**config.mk**
```make
export PLATFORM = sky130hd
export DESIGN_NAME = rcd_core
export DESIGN_NICKNAME = d
export VERILOG_FILES = /design/src/rcd_pkg.sv /design/src/rcd_core.sv /design/src/rcd_regfile.sv /design/src/rcd_unary.sv
export VERILOG_INCLUDE_DIRS = /design/src
export SDC_FILE = /design/constraint.sdc
export NUM_CORES = 2
export LEC_CHECK = 0
export BUFFER_PORTS_ARGS = -buffer_cell sky130_fd_sc_hd__buf_2
export CORE_MARGIN = 2
export CORE_UTILIZATION = 35
export DETAILED_ROUTE_END_ITERATION = 7
export SYNTH_ARGS = -nofsm -noshare
export SYNTH_HDL_FRONTEND = slang
export SYNTH_SLANG_ARGS = --single-unit
```
**constraint.sdc**
```tcl
create_clock -name mclk -period 9.88 [get_ports mclk]
set_clock_uncertainty 0.05 [all_clocks]
set_input_delay 1.976 -clock mclk [delete_from_list [all_inputs] [get_ports mclk]]
set_output_delay 1.976 -clock mclk [all_outputs]
set_load 0.02 [all_outputs]
```
**src/rcd_params.svh**
```systemverilog
`ifndef RCD_PARAMS_SVH
`define RCD_PARAMS_SVH

// Top nibble opcodes handled by this core slice
`define RCD_OP_MED_JUMP 4'h8
`define RCD_OP_READ_PC 4'h9
`define RCD_OP_ADD_SMALL 4'hA
`define RCD_OP_CTRL 4'hB
`define RCD_OP_SWAP 4'hC
`define RCD_OP_SHIFT 4'hD
`define RCD_OP_STORE 4'hE
`define RCD_OP_LOAD 4'hF

// Sub-codes in bits 11..8 of the control group
`define RCD_SUB_IMM_HALF 4'h0
`define RCD_SUB_IMM_FULL 4'h1
`define RCD_SUB_SET_VEC 4'h2
`define RCD_SUB_RET_IRQ 4'h3
`define RCD_SUB_SET_CTLWORD 4'h4
`define RCD_SUB_RET_TRACE 4'h5
`define RCD_SUB_READ_EXT 4'h6
`define RCD_SUB_READ_TRACE 4'h7

// Sub-codes of the swap and shift groups
`define RCD_SUB_SWAP_BYTES 4'h0
`define RCD_SUB_SWAP_HALVES 4'h1
`define RCD_SUB_SHR_LOGIC 4'h0
`define RCD_SUB_SHR_ARITH 4'h1
`define RCD_SUB_INVERT 4'h2

// Size codes of the memory moves
`define RCD_MOVE_HALF 4'h0
`define RCD_MOVE_FULL 4'h1
`define RCD_MOVE_HALF_SX 4'h2

// Control word layout and reset values
`define RCD_CTLWORD_IRQ_BIT 0
`define RCD_CTLWORD_TRACE_BIT 31
`define RCD_CTLWORD_RESET 32'h00000000
`define RCD_PC_RESET 32'h00000000
`define RCD_TRACE_HANDLER 32'h00000002

`endif

```
**src/rcd_pkg.sv**
```systemverilog
package rcd_pkg;

  // Sequencer states, Gray coded along fetch, execute, extra words
  typedef enum logic [2:0] {
    RCD_FETCH = 3'h0,
    RCD_EXEC = 3'h1,
    RCD_EXT1 = 3'h3,
    RCD_EXT2 = 3'h2,
    RCD_MEM_HI = 3'h6,
    RCD_MEM_LO = 3'h7
  } rcd_state_t;

endpackage

```
**src/rcd_core.sv**
```systemverilog
// Function
// - Medium jump adds a 28-bit offset from two words to the program counter.
// - Read-pc writes current pc plus unsigned low-nibble immediate to dest.
// - Small add puts src plus signed low nibble into dest; zero copies.
// - Halfword immediate loads next word into dest low half, upper cleared.
// - Fullword immediate loads two extra words, upper first, into dest.
// - Set vector copies the source register into the interrupt vector.
// - Interrupt return reloads pc from saved interrupt return address.
// - Trace return reloads saved pc; that instruction runs before next trace.
// - Read extended copies the upper multiply result into dest.
// - Read trace return copies saved trace return address into dest.
// - Write control word copies register named in bits 7..4 to control.
// - Swap group exchanges low bytes or the two halves into dest.
// - Shift right by one, zero or sign fill, low bit dropped.
// - Invert writes the bitwise complement of source into dest.
// - Store writes source to address in Y, half or full big-endian.
// - Load reads from address in X into dest, half, full or sign-extended.
// - Level interrupt taken when control bit 0 set; saves pc, jumps vector.
// - With control bit 31, each instruction outside the trace handler saves next pc, jumps to 2.
// - Trace event wins over a coinciding interrupt.
// - Stall input high freezes all state and outputs.
// - Memory access by read and write strobes, 16-bit data, 32-bit address.
// - All interface inputs are sampled on the rising clock edge.
// - Instruction fields: opcode 15..12, Y 11..8, Z 7..4, X 3..0.
// - Reset clears control word and starts execution at address zero.
`timescale 1ns/100ps
`include "rcd_params.svh"

module rcd_core (
  input wire logic mclk,
  input wire logic sys_rst,
  input wire logic stall_request,
  input wire logic irq_request,
  input wire logic [15:0] read_data_bus,
  input wire logic [31:0] extended_result_reg,
  output logic [15:0] write_data_bus,
  output logic [31:0] address_bus,
  output logic read_strobe,
  output logic write_strobe
);

  rcd_pkg::rcd_state_t state;
  rcd_pkg::rcd_state_t next_state;
  logic [15:0] instr;
  logic [31:0] pc;
  logic [31:0] control_word_reg;
  logic [31:0] irq_vector_reg;
  logic [31:0] irq_return_reg;
  logic [31:0] trace_return_reg;
  logic [15:0] hold_word;
  logic in_trace;
  logic in_irq;
  logic [3:0] opcode;
  logic [3:0] sub;
  logic [3:0] fld_z;
  logic [3:0] fld_x;
  logic [31:0] src_x;
  logic [31:0] src_y;
  logic [31:0] src_z;
  logic [31:0] unary_result;
  logic step;
  logic finish;
  logic [31:0] finish_pc;
  logic take_trace;
  logic take_irq;
  logic [31:0] next_pc;
  logic rf_we;
  logic [31:0] rf_wdata;
  logic [31:0] next_addr;
  logic [15:0] next_wdata;
  logic next_rd;
  logic next_wr;

  // Field split of the held instruction
  assign opcode = instr[15:12];
  assign sub = instr[11:8];
  assign fld_z = instr[7:4];
  assign fld_x = instr[3:0];

  // Nothing advances while the bus unit holds the stall line
  assign step = !stall_request;

  rcd_regfile u_regs (
    .mclk(mclk),
    .wr_en(rf_we),
    .wr_addr(fld_z),
    .wr_data(rf_wdata),
    .rd_addr_a(fld_x),
    .rd_addr_b(sub),
    .rd_addr_c(fld_z),
    .rd_data_a(src_x),
    .rd_data_b(src_y),
    .rd_data_c(src_z)
  );

  rcd_unary u_unary (
    .opcode(opcode),
    .sub(sub),
    .imm(fld_x),
    .src_x(src_x),
    .src_hi(src_y),
    .result(unary_result)
  );

  // Instruction completion and the program counter it leaves behind
  always_comb begin
    finish = 1'b0;
    finish_pc = pc + 32'h00000001;
    case (state)
      rcd_pkg::RCD_EXEC: begin
        finish = 1'b1;
        case (opcode)
          `RCD_OP_MED_JUMP: finish = 1'b0;
          `RCD_OP_STORE: finish = 1'b0;
          `RCD_OP_LOAD: finish = 1'b0;
          `RCD_OP_CTRL: begin
            if (sub == `RCD_SUB_IMM_HALF || sub == `RCD_SUB_IMM_FULL) begin
              finish = 1'b0;
            end else if (sub == `RCD_SUB_RET_IRQ) begin
              finish_pc = irq_return_reg;
            end else if (sub == `RCD_SUB_RET_TRACE) begin
              finish_pc = trace_return_reg;
            end
          end
          default: finish = 1'b1;
        endcase
      end
      rcd_pkg::RCD_EXT1: begin
        if (opcode == `RCD_OP_MED_JUMP) begin
          finish = 1'b1;
          finish_pc = pc + {{4{instr[11]}}, instr[11:0], read_data_bus};
        end else if (sub == `RCD_SUB_IMM_HALF) begin
          finish = 1'b1;
          finish_pc = pc + 32'h00000002;
        end
      end
      rcd_pkg::RCD_EXT2: begin
        finish = 1'b1;
        finish_pc = pc + 32'h00000003;
      end
      rcd_pkg::RCD_MEM_HI: begin
        finish = (opcode == `RCD_OP_STORE) ? (fld_z != `RCD_MOVE_FULL)
                                           : (sub != `RCD_MOVE_FULL);
      end
      rcd_pkg::RCD_MEM_LO: finish = 1'b1;
      default: finish = 1'b0;
    endcase
  end

  // Event selection at an instruction boundary; trace first
  assign take_trace = finish && control_word_reg[`RCD_CTLWORD_TRACE_BIT] && !in_trace;
  assign take_irq = finish && !take_trace && irq_request
                    && control_word_reg[`RCD_CTLWORD_IRQ_BIT] && !in_irq;

  always_comb begin
    if (take_trace) begin
      next_pc = `RCD_TRACE_HANDLER;
    end else if (take_irq) begin
      next_pc = irq_vector_reg;
    end else begin
      next_pc = finish_pc;
    end
  end

  // Register file write data and enable
  always_comb begin
    rf_we = 1'b0;
    rf_wdata = unary_result;
    case (state)
      rcd_pkg::RCD_EXEC: begin
        case (opcode)
          `RCD_OP_READ_PC: begin
            rf_we = 1'b1;
            rf_wdata = pc + {28'h0000000, fld_x};
          end
          `RCD_OP_ADD_SMALL, `RCD_OP_SWAP, `RCD_OP_SHIFT: begin
            rf_we = 1'b1;
          end
          `RCD_OP_CTRL: begin
            if (sub == `RCD_SUB_READ_EXT) begin
              rf_we = 1'b1;
              rf_wdata = extended_result_reg;
            end else if (sub == `RCD_SUB_READ_TRACE) begin
              rf_we = 1'b1;
              rf_wdata = trace_return_reg;
            end
          end
          default: rf_we = 1'b0;
        endcase
      end
      rcd_pkg::RCD_EXT1: begin
        rf_we = (opcode == `RCD_OP_CTRL) && (sub == `RCD_SUB_IMM_HALF);
        rf_wdata = {16'h0000, read_data_bus};
      end
      rcd_pkg::RCD_EXT2: begin
        rf_we = 1'b1;
        rf_wdata = {hold_word, read_data_bus};
      end
      rcd_pkg::RCD_MEM_HI: begin
        rf_we = (opcode == `RCD_OP_LOAD) && (sub != `RCD_MOVE_FULL);
        if (sub == `RCD_MOVE_HALF_SX) begin
          rf_wdata = {{16{read_data_bus[15]}}, read_data_bus};
        end else begin
          rf_wdata = {16'h0000, read_data_bus};
        end
      end
      rcd_pkg::RCD_MEM_LO: begin
        rf_we = (opcode == `RCD_OP_LOAD);
        rf_wdata = {hold_word, read_data_bus};
      end
      default: rf_we = 1'b0;
    endcase
    rf_we = rf_we && step;
  end

  // Sequencer and the bus request it will present next
  always_comb begin
    next_state = state;
    next_addr = address_bus;
    next_wdata = write_data_bus;
    next_rd = 1'b0;
    next_wr = 1'b0;
    if (finish) begin
      next_state = rcd_pkg::RCD_FETCH;
      next_addr = next_pc;
      next_rd = 1'b1;
    end else begin
      case (state)
        rcd_pkg::RCD_FETCH: begin
          next_state = rcd_pkg::RCD_EXEC;
        end
        rcd_pkg::RCD_EXEC: begin
          if (opcode == `RCD_OP_STORE) begin
            next_state = rcd_pkg::RCD_MEM_HI;
            next_addr = src_y;
            next_wdata = (fld_z == `RCD_MOVE_FULL) ? src_x[31:16] : src_x[15:0];
            next_wr = 1'b1;
          end else if (opcode == `RCD_OP_LOAD) begin
            next_state = rcd_pkg::RCD_MEM_HI;
            next_addr = src_x;
            next_rd = 1'b1;
          end else begin
            next_state = rcd_pkg::RCD_EXT1;
            next_addr = pc + 32'h00000001;
            next_rd = 1'b1;
          end
        end
        rcd_pkg::RCD_EXT1: begin
          next_state = rcd_pkg::RCD_EXT2;
          next_addr = pc + 32'h00000002;
          next_rd = 1'b1;
        end
        rcd_pkg::RCD_MEM_HI: begin
          next_state = rcd_pkg::RCD_MEM_LO;
          next_addr = address_bus + 32'h00000001;
          next_wdata = src_x[15:0];
          next_rd = (opcode == `RCD_OP_LOAD);
          next_wr = (opcode == `RCD_OP_STORE);
        end
        default: next_state = rcd_pkg::RCD_FETCH;
      endcase
    end
  end

  // State and bus outputs, frozen while stalled
  always_ff @(posedge mclk) begin
    if (sys_rst) begin
      state <= rcd_pkg::RCD_FETCH;
      address_bus <= `RCD_PC_RESET;
      write_data_bus <= 16'h0000;
      read_strobe <= 1'b1;
      write_strobe <= 1'b0;
    end else if (step) begin
      state <= next_state;
      address_bus <= next_addr;
      write_data_bus <= next_wdata;
      read_strobe <= next_rd;
      write_strobe <= next_wr;
    end
  end

  // Program counter only moves at instruction boundaries
  always_ff @(posedge mclk) begin
    if (sys_rst) begin
      pc <= `RCD_PC_RESET;
    end else if (step && finish) begin
      pc <= next_pc;
    end
  end

  // Instruction and first extra word capture
  always_ff @(posedge mclk) begin
    if (sys_rst) begin
      instr <= 16'h0000;
      hold_word <= 16'h0000;
    end else if (step) begin
      if (state == rcd_pkg::RCD_FETCH) begin
        instr <= read_data_bus;
      end
      if (state == rcd_pkg::RCD_EXT1 || state == rcd_pkg::RCD_MEM_HI) begin
        hold_word <= read_data_bus;
      end
    end
  end

  // Control word and interrupt vector writes
  always_ff @(posedge mclk) begin
    if (sys_rst) begin
      control_word_reg <= `RCD_CTLWORD_RESET;
      irq_vector_reg <= 32'h00000000;
    end else if (step && state == rcd_pkg::RCD_EXEC && opcode == `RCD_OP_CTRL) begin
      if (sub == `RCD_SUB_SET_CTLWORD) begin
        control_word_reg <= src_z;
      end
      if (sub == `RCD_SUB_SET_VEC) begin
        irq_vector_reg <= src_x;
      end
    end
  end

  // Return addresses; a handler flag stops re-entry while it runs
  always_ff @(posedge mclk) begin
    if (sys_rst) begin
      irq_return_reg <= 32'h00000000;
      trace_return_reg <= 32'h00000000;
      in_trace <= 1'b0;
      in_irq <= 1'b0;
    end else if (step && finish) begin
      if (take_trace) begin
        trace_return_reg <= finish_pc;
        in_trace <= 1'b1;
      end else if (state == rcd_pkg::RCD_EXEC && opcode == `RCD_OP_CTRL
                   && sub == `RCD_SUB_RET_TRACE) begin
        in_trace <= 1'b0;
      end
      if (take_irq) begin
        irq_return_reg <= finish_pc;
        in_irq <= 1'b1;
      end else if (state == rcd_pkg::RCD_EXEC && opcode == `RCD_OP_CTRL
                   && sub == `RCD_SUB_RET_IRQ) begin
        in_irq <= 1'b0;
      end
    end
  end

endmodule // rcd_core

```
**src/rcd_regfile.sv**
```systemverilog
`timescale 1ns/100ps

module rcd_regfile (
  input wire logic mclk,
  input wire logic wr_en,
  input wire logic [3:0] wr_addr,
  input wire logic [31:0] wr_data,
  input wire logic [3:0] rd_addr_a,
  input wire logic [3:0] rd_addr_b,
  input wire logic [3:0] rd_addr_c,
  output logic [31:0] rd_data_a,
  output logic [31:0] rd_data_b,
  output logic [31:0] rd_data_c
);

  logic [31:0] regs [16];

  // General registers are not cleared; software must set them up
  always_ff @(posedge mclk) begin
    if (wr_en) begin
      regs[wr_addr] <= wr_data;
    end
  end

  // Three asynchronous read ports
  assign rd_data_a = regs[rd_addr_a];
  assign rd_data_b = regs[rd_addr_b];
  assign rd_data_c = regs[rd_addr_c];

endmodule // rcd_regfile

```
**src/rcd_unary.sv**
```systemverilog
`timescale 1ns/100ps
`include "rcd_params.svh"

module rcd_unary (
  input wire logic [3:0] opcode,
  input wire logic [3:0] sub,
  input wire logic [3:0] imm,
  input wire logic [31:0] src_x,
  input wire logic [31:0] src_hi,
  output logic [31:0] result
);

  // Single-operand datapath for swap, shift, invert and small add
  always_comb begin
    result = src_x;
    case (opcode)
      `RCD_OP_ADD_SMALL: begin
        result = src_hi + {{28{imm[3]}}, imm};
      end
      `RCD_OP_SWAP: begin
        if (sub == `RCD_SUB_SWAP_BYTES) begin
          result = {src_x[31:16], src_x[7:0], src_x[15:8]};
        end else begin
          result = {src_x[15:0], src_x[31:16]};
        end
      end
      `RCD_OP_SHIFT: begin
        if (sub == `RCD_SUB_SHR_LOGIC) begin
          result = {1'b0, src_x[31:1]};
        end else if (sub == `RCD_SUB_SHR_ARITH) begin
          result = {src_x[31], src_x[31:1]};
        end else begin
          result = ~src_x;
        end
      end
      default: begin
        result = src_x;
      end
    endcase
  end

endmodule // rcd_unary
```
== Word-level counts from Yosys, hierarchy flattened ==
Memories as Yosys holds them, arrays and structs flattened. A register that Yosys moved wholly into a read port is not among the register bits.
Index checks and enable logic that the tools add are counted.
Operators by class
  eq/ne operators: 24
  bitwise operators: 3
  $lt $le $gt $ge: 0
  add/sub/neg operators: 7
  shift-type cells: 0
  div/mod/pow operators: 0
  multiplexer cells: 55
  reduce and logical (&&, ||, !) cells: 40
  $mul: 0
Operator list (count)
  2-to-1 mux 32 bit: 17
  case mux 32 bit (3 select lines): 3
  case mux 32 bit (4 select lines): 1
  adder 32 x 1 -> 32 bit (second input constant): 2
  adder 32 x 2 -> 32 bit (second input constant): 2
  adder 32 bit: 2
  case mux 32 bit (2 select lines): 1
  adder 32 x 4 -> 32 bit: 1
  equality test 4 bit (second input constant): 8
  2-to-1 mux 16 bit: 2
  NOT 32 bit: 1
  case mux 16 bit (2 select lines): 1
  AND reduction 2 bit: 9
  equality test 4 x 3 -> 1 bit (second input constant): 4
  2-to-1 mux 1 bit: 16
  2-to-1 mux 4 bit: 4
  logical AND 1 bit: 15
  case mux 3 bit (4 select lines): 1
  2-to-1 mux 3 bit: 3
  equality test 4 x 1 -> 1 bit (second input constant): 2
  equality test 4 x 2 -> 1 bit (second input constant): 2
  != test 4 x 1 -> 1 bit (second input constant): 2
  equality test 3 x 2 -> 1 bit (second input constant): 2
  equality test 3 bit (second input constant): 2
  17 further kinds: 26
Word-level totals
  memory bits (writable): 512
  bits in latches: 0
  bits in read-only memories: 0
  flip-flop bits (word level): 215
  output and inout port bits: 50
  input bits: 52
  memories kept: 1
  word-level logic and storage cells: 143
Memory list
  u_regs.regs: depth 16, width 32, rd ports 3, clocked after memory_dff 3, wr ports 1, RTL line rcd_regfile.sv:16  | logic [31:0] regs [16];

== Logic depth before layout (Yosys ltp) ==
  depth after elaboration: 15
  gate-level depth with buffers: 16
  depth with buffers taken out: 13

== Cells and area by module ==
A second synthesis with hierarchy kept.
Second synthesis, totals
  cell total of the unflattened synthesis: 4416
  area, all modules: 48017.3 um^2
Modules (own cells, without submodules)
  rcd_regfile: cells an instance 1348, area an instance 26633.0 um^2, times used 1
  rcd_core: cells an instance 2622, area an instance 18481.5 um^2, times used 1
  rcd_unary: cells an instance 446, area an instance 2902.8 um^2, times used 1

== Least setup slack after synthesis ==
No wires, ideal clock.
  path type: in2reg
  start: in stall_request
  end: mem u_regs.regs[0][0] (enable)
  stages on the path: 5
  library setup time: 0.461 ns
  setup slack: 4.236 ns
  arrival: 5.133 ns
  buffers on the path: 1
  cell sequence: nor2_1 > clkbuf_1 > o31ai_1 > or3_1 > nor3_1
On the way
  word-level cells in the longest chain between the ends: 4
RTL lines
  from (decl): RTL line rcd_core.sv:32  | input wire logic stall_request,
  logical NOT 1 bit: RTL line rcd_core.sv:81  | assign step = !stall_request;
  logical AND 1 bit: RTL line rcd_core.sv:213  | rf_we = rf_we && step;
  2-to-1 mux 1 bit: RTL line rcd_regfile.sv:20  | if (wr_en) begin
  2-to-1 mux 1 bit (not written as such): RTL line rcd_regfile.sv:21  | regs[wr_addr] <= wr_data;
  to (decl): RTL line rcd_regfile.sv:16
No other way between the ends.

==> run_results.csv <==
group,metric,value,unit
run_status,status,"finished with violations",
run_status,violations,"DRC",
critical_path,path_class,"flop to flop",
drt,drc,1,
cts,tritoncts,"done",
floorplanning,dieArea,131600,um^2
timing,fmax,148.6,MHz
place,place_congestion,1.065,
global_routing,antenna_found_initial,12,
timing,slew_headroom,0.03394,
layout,syn_to_final_growth,11.60,%
cts,cts_buffers,83,
timing,setup_viol,0,
cts,htreeDepth,3,
logic_synthesis,ys.flop_type,"edfxtp_1",
cts,ctsHoldBuffers,0,
layout,layout_commonest_cell,"edfxtp_1",
floorplanning,fp.dieW,362.8,um
floorplanning,rows,131,
place,dpl.hpwl,143000,um
global_routing,gr-total-overflow,0,
logic_synthesis,syn_inst,4069,
timing,rsz0062_at_grt,"false",
cts,cts.reportedPaths.clkPinSlew,60,ps
global_routing,grt_pass1_vias,36670,
drt,ant_nets,0,
logic_synthesis,synth_cell_types,112,
timing,whs,407.0,ps
logic_synthesis,yosys_warnings,0,
timing,tightest_slew,1440,ps
critical_path,path_max_fanout,47,
power_and_ir_drop,finalPower,0.008405,W
layout,layout_common_cells,"512 x edfxtp_1, 448 x nand2_1, 328 x mux4_2",
power_and_ir_drop,leakagePower,16.03,nW
timing,finalCritPeriodShare,0.6813,
global_routing,track_usage,0.3044,
drt,drt_iter0_drc,5881,
logic_synthesis,yosysTopAreaCellShare,0.3413,
power_and_ir_drop,ir_drop,0.1602,mV
timing,period_needed,6732,ps
power_and_ir_drop,powerDensity,167.2,nW/um^2
logic_synthesis,synthArstFlopShare,0,
critical_path,cp-start-kind,"flop",
layout,layout-drive-gt1-share,0.1965,
critical_path,cp.required,10210,ps
layout,utilization,0.3937,
drt,avgViaCountPerCell,6.706,
floorplanning,io_pins,102,
drt,wl_per_cell,35.36,um
layout,finish.net_count,4181,
place,portBuffers,101,
logic_synthesis,synth_edf_count,512,
cts,cts_resized,0,
layout,largest_reg_flops,512,
critical_path,cp.arrival,7060,ps
drt,wirelength,204500,um
cts,cts.path.max_buffers,3,
timing,drv_slew,0,
cts,cts_sinks,737,
floorplanning,design.core.area,127700,um^2
logic_synthesis,syn-cell-area,45050,um^2
layout,fillCellCount,12240,
drt,vias,38770,
cts,clkLatencyLatePin,730,ps
drt,drt_first_pass_iters,8,
cts,post_cts_buffers,0,
logic_synthesis,post-synth-top-area-cell,"edfxtp_1",
worst_hold_path,hp-class,"flop to flop",
timing,tns,0,ps
layout,regMostFlops,"u_regs.regs",
logic_synthesis,avgSynthCellArea,11.07,um^2
logic_synthesis,ys_ff_latch,737,
logic_synthesis,yosysSeqAreaShare,0.4413,
critical_path,end_kind,"flop",
global_routing,grt_max_degree,76,
floorplanning,die_height,362.8,um
logic_synthesis,synth_fp_nets,4195,
global_routing,grt_pass1_wl,283700,um
floorplanning,start_util,0.3528,
layout,regArea,19900,um^2
layout,multi_input_area,23780,um^2
job,maxCapViolations,0,
timing,hold_viol,0,
cts,cts_root_buffer,"clkbuf_16",
logic_synthesis,synth_area_leaders,"edfxtp_1 34%, mux4_2 16%, dfxtp_1 10%",
==> metal layers <==
metal,GRT usage,vias up,part of all wire
li1,-,16000,-
met1,0.3885,19370,0.38
met3,0.08543,657,0.11
met4,0.1876,16,0.076
met5,0.007029,-,0.0011
met2,0.4561,2730,0.43
==> area by class of cell <==
type                       count  area share
multi-input combinational   2959      0.4731
sequential                   737      0.3959
clock buffer                 101     0.04510
tap                         1662     0.04136
timing repair buffer         242     0.03124
clock inverter                46     0.01080
inverter                      32    0.002389
antenna                        3   0.0001493
==> synth_stat cells, drive strengths merged (35+ instances only) <==
library cell	instances
a211oi	93
a21oi	331
a221oi	35
a31oi	41
buf	126
clkbuf	215
dfxtp	225
edfxtp	512
ha	71
mux2i	41
mux4	328
nand2	451
nand3	94
nand4	38
nor2	323
nor3	80
o21ai	211
o221ai	40
o22ai	46
xnor2	101
xor2	58
==> kinds of logic after synthesis <==
logic type,share of synthesized area
simple gates,0.1268
compound gates,0.1676
fa+ha+maj,0.02105
buf+inv,0.03644
mux,0.1759
flops,0.4413
xor+xnor,0.03092
==> critical path: stages, from the launching register on <==
cell	delay (ps)
dfxtp_4	820
buf_4	840
buf_4	600
mux4_2	590
mux4_2	520
ha_1	390
a21o_1	250
a21o_1	180
a21o_1	160
a21o_1	160
a21oi_1	210
a21boi_0	530
a2111oi_2	170
a211oi_2	760
==> report_power, final <==
group	internal, W	switching (W)
logic	0.000523	0.00113
registers	0.00346	0.0000615
clock network	0.00185	0.00138
total	0.00584	0.00256
==> final timing paths <==
| kind | start | to | slack [ps] | cells after the start |
|---|---|---|---|---|
| worst max-delay path | flop | u_regs.regs[13][28]$_DFFE_PP_ | 3150 | 13 |
| worst min-delay path | irq_return_reg[12]$_SDFFE_PP0P_ | irq_return_reg[12]$_SDFFE_PP0P_ | 410 | 2 |
| worst max register to register | flop | u_regs.regs[13][28]$_DFFE_PP_ | 3150 | 13 |
| worst min register to register | irq_return_reg[12]$_SDFFE_PP0P_ | irq_return_reg[12]$_SDFFE_PP0P_ | 410 | 2 |
==> metrics by stage <==
stage,area (um^2),setup WS (ps),instances
finish,50270,3148,5782
global route,50260,2660,5779
CTS,50240,3102,5778
detailed placement,47430,3095,5631
global placement,47430,3271,5631
floorplan,45050,4236,4069
Note: power is estimated with default switching activity, not from simulation.
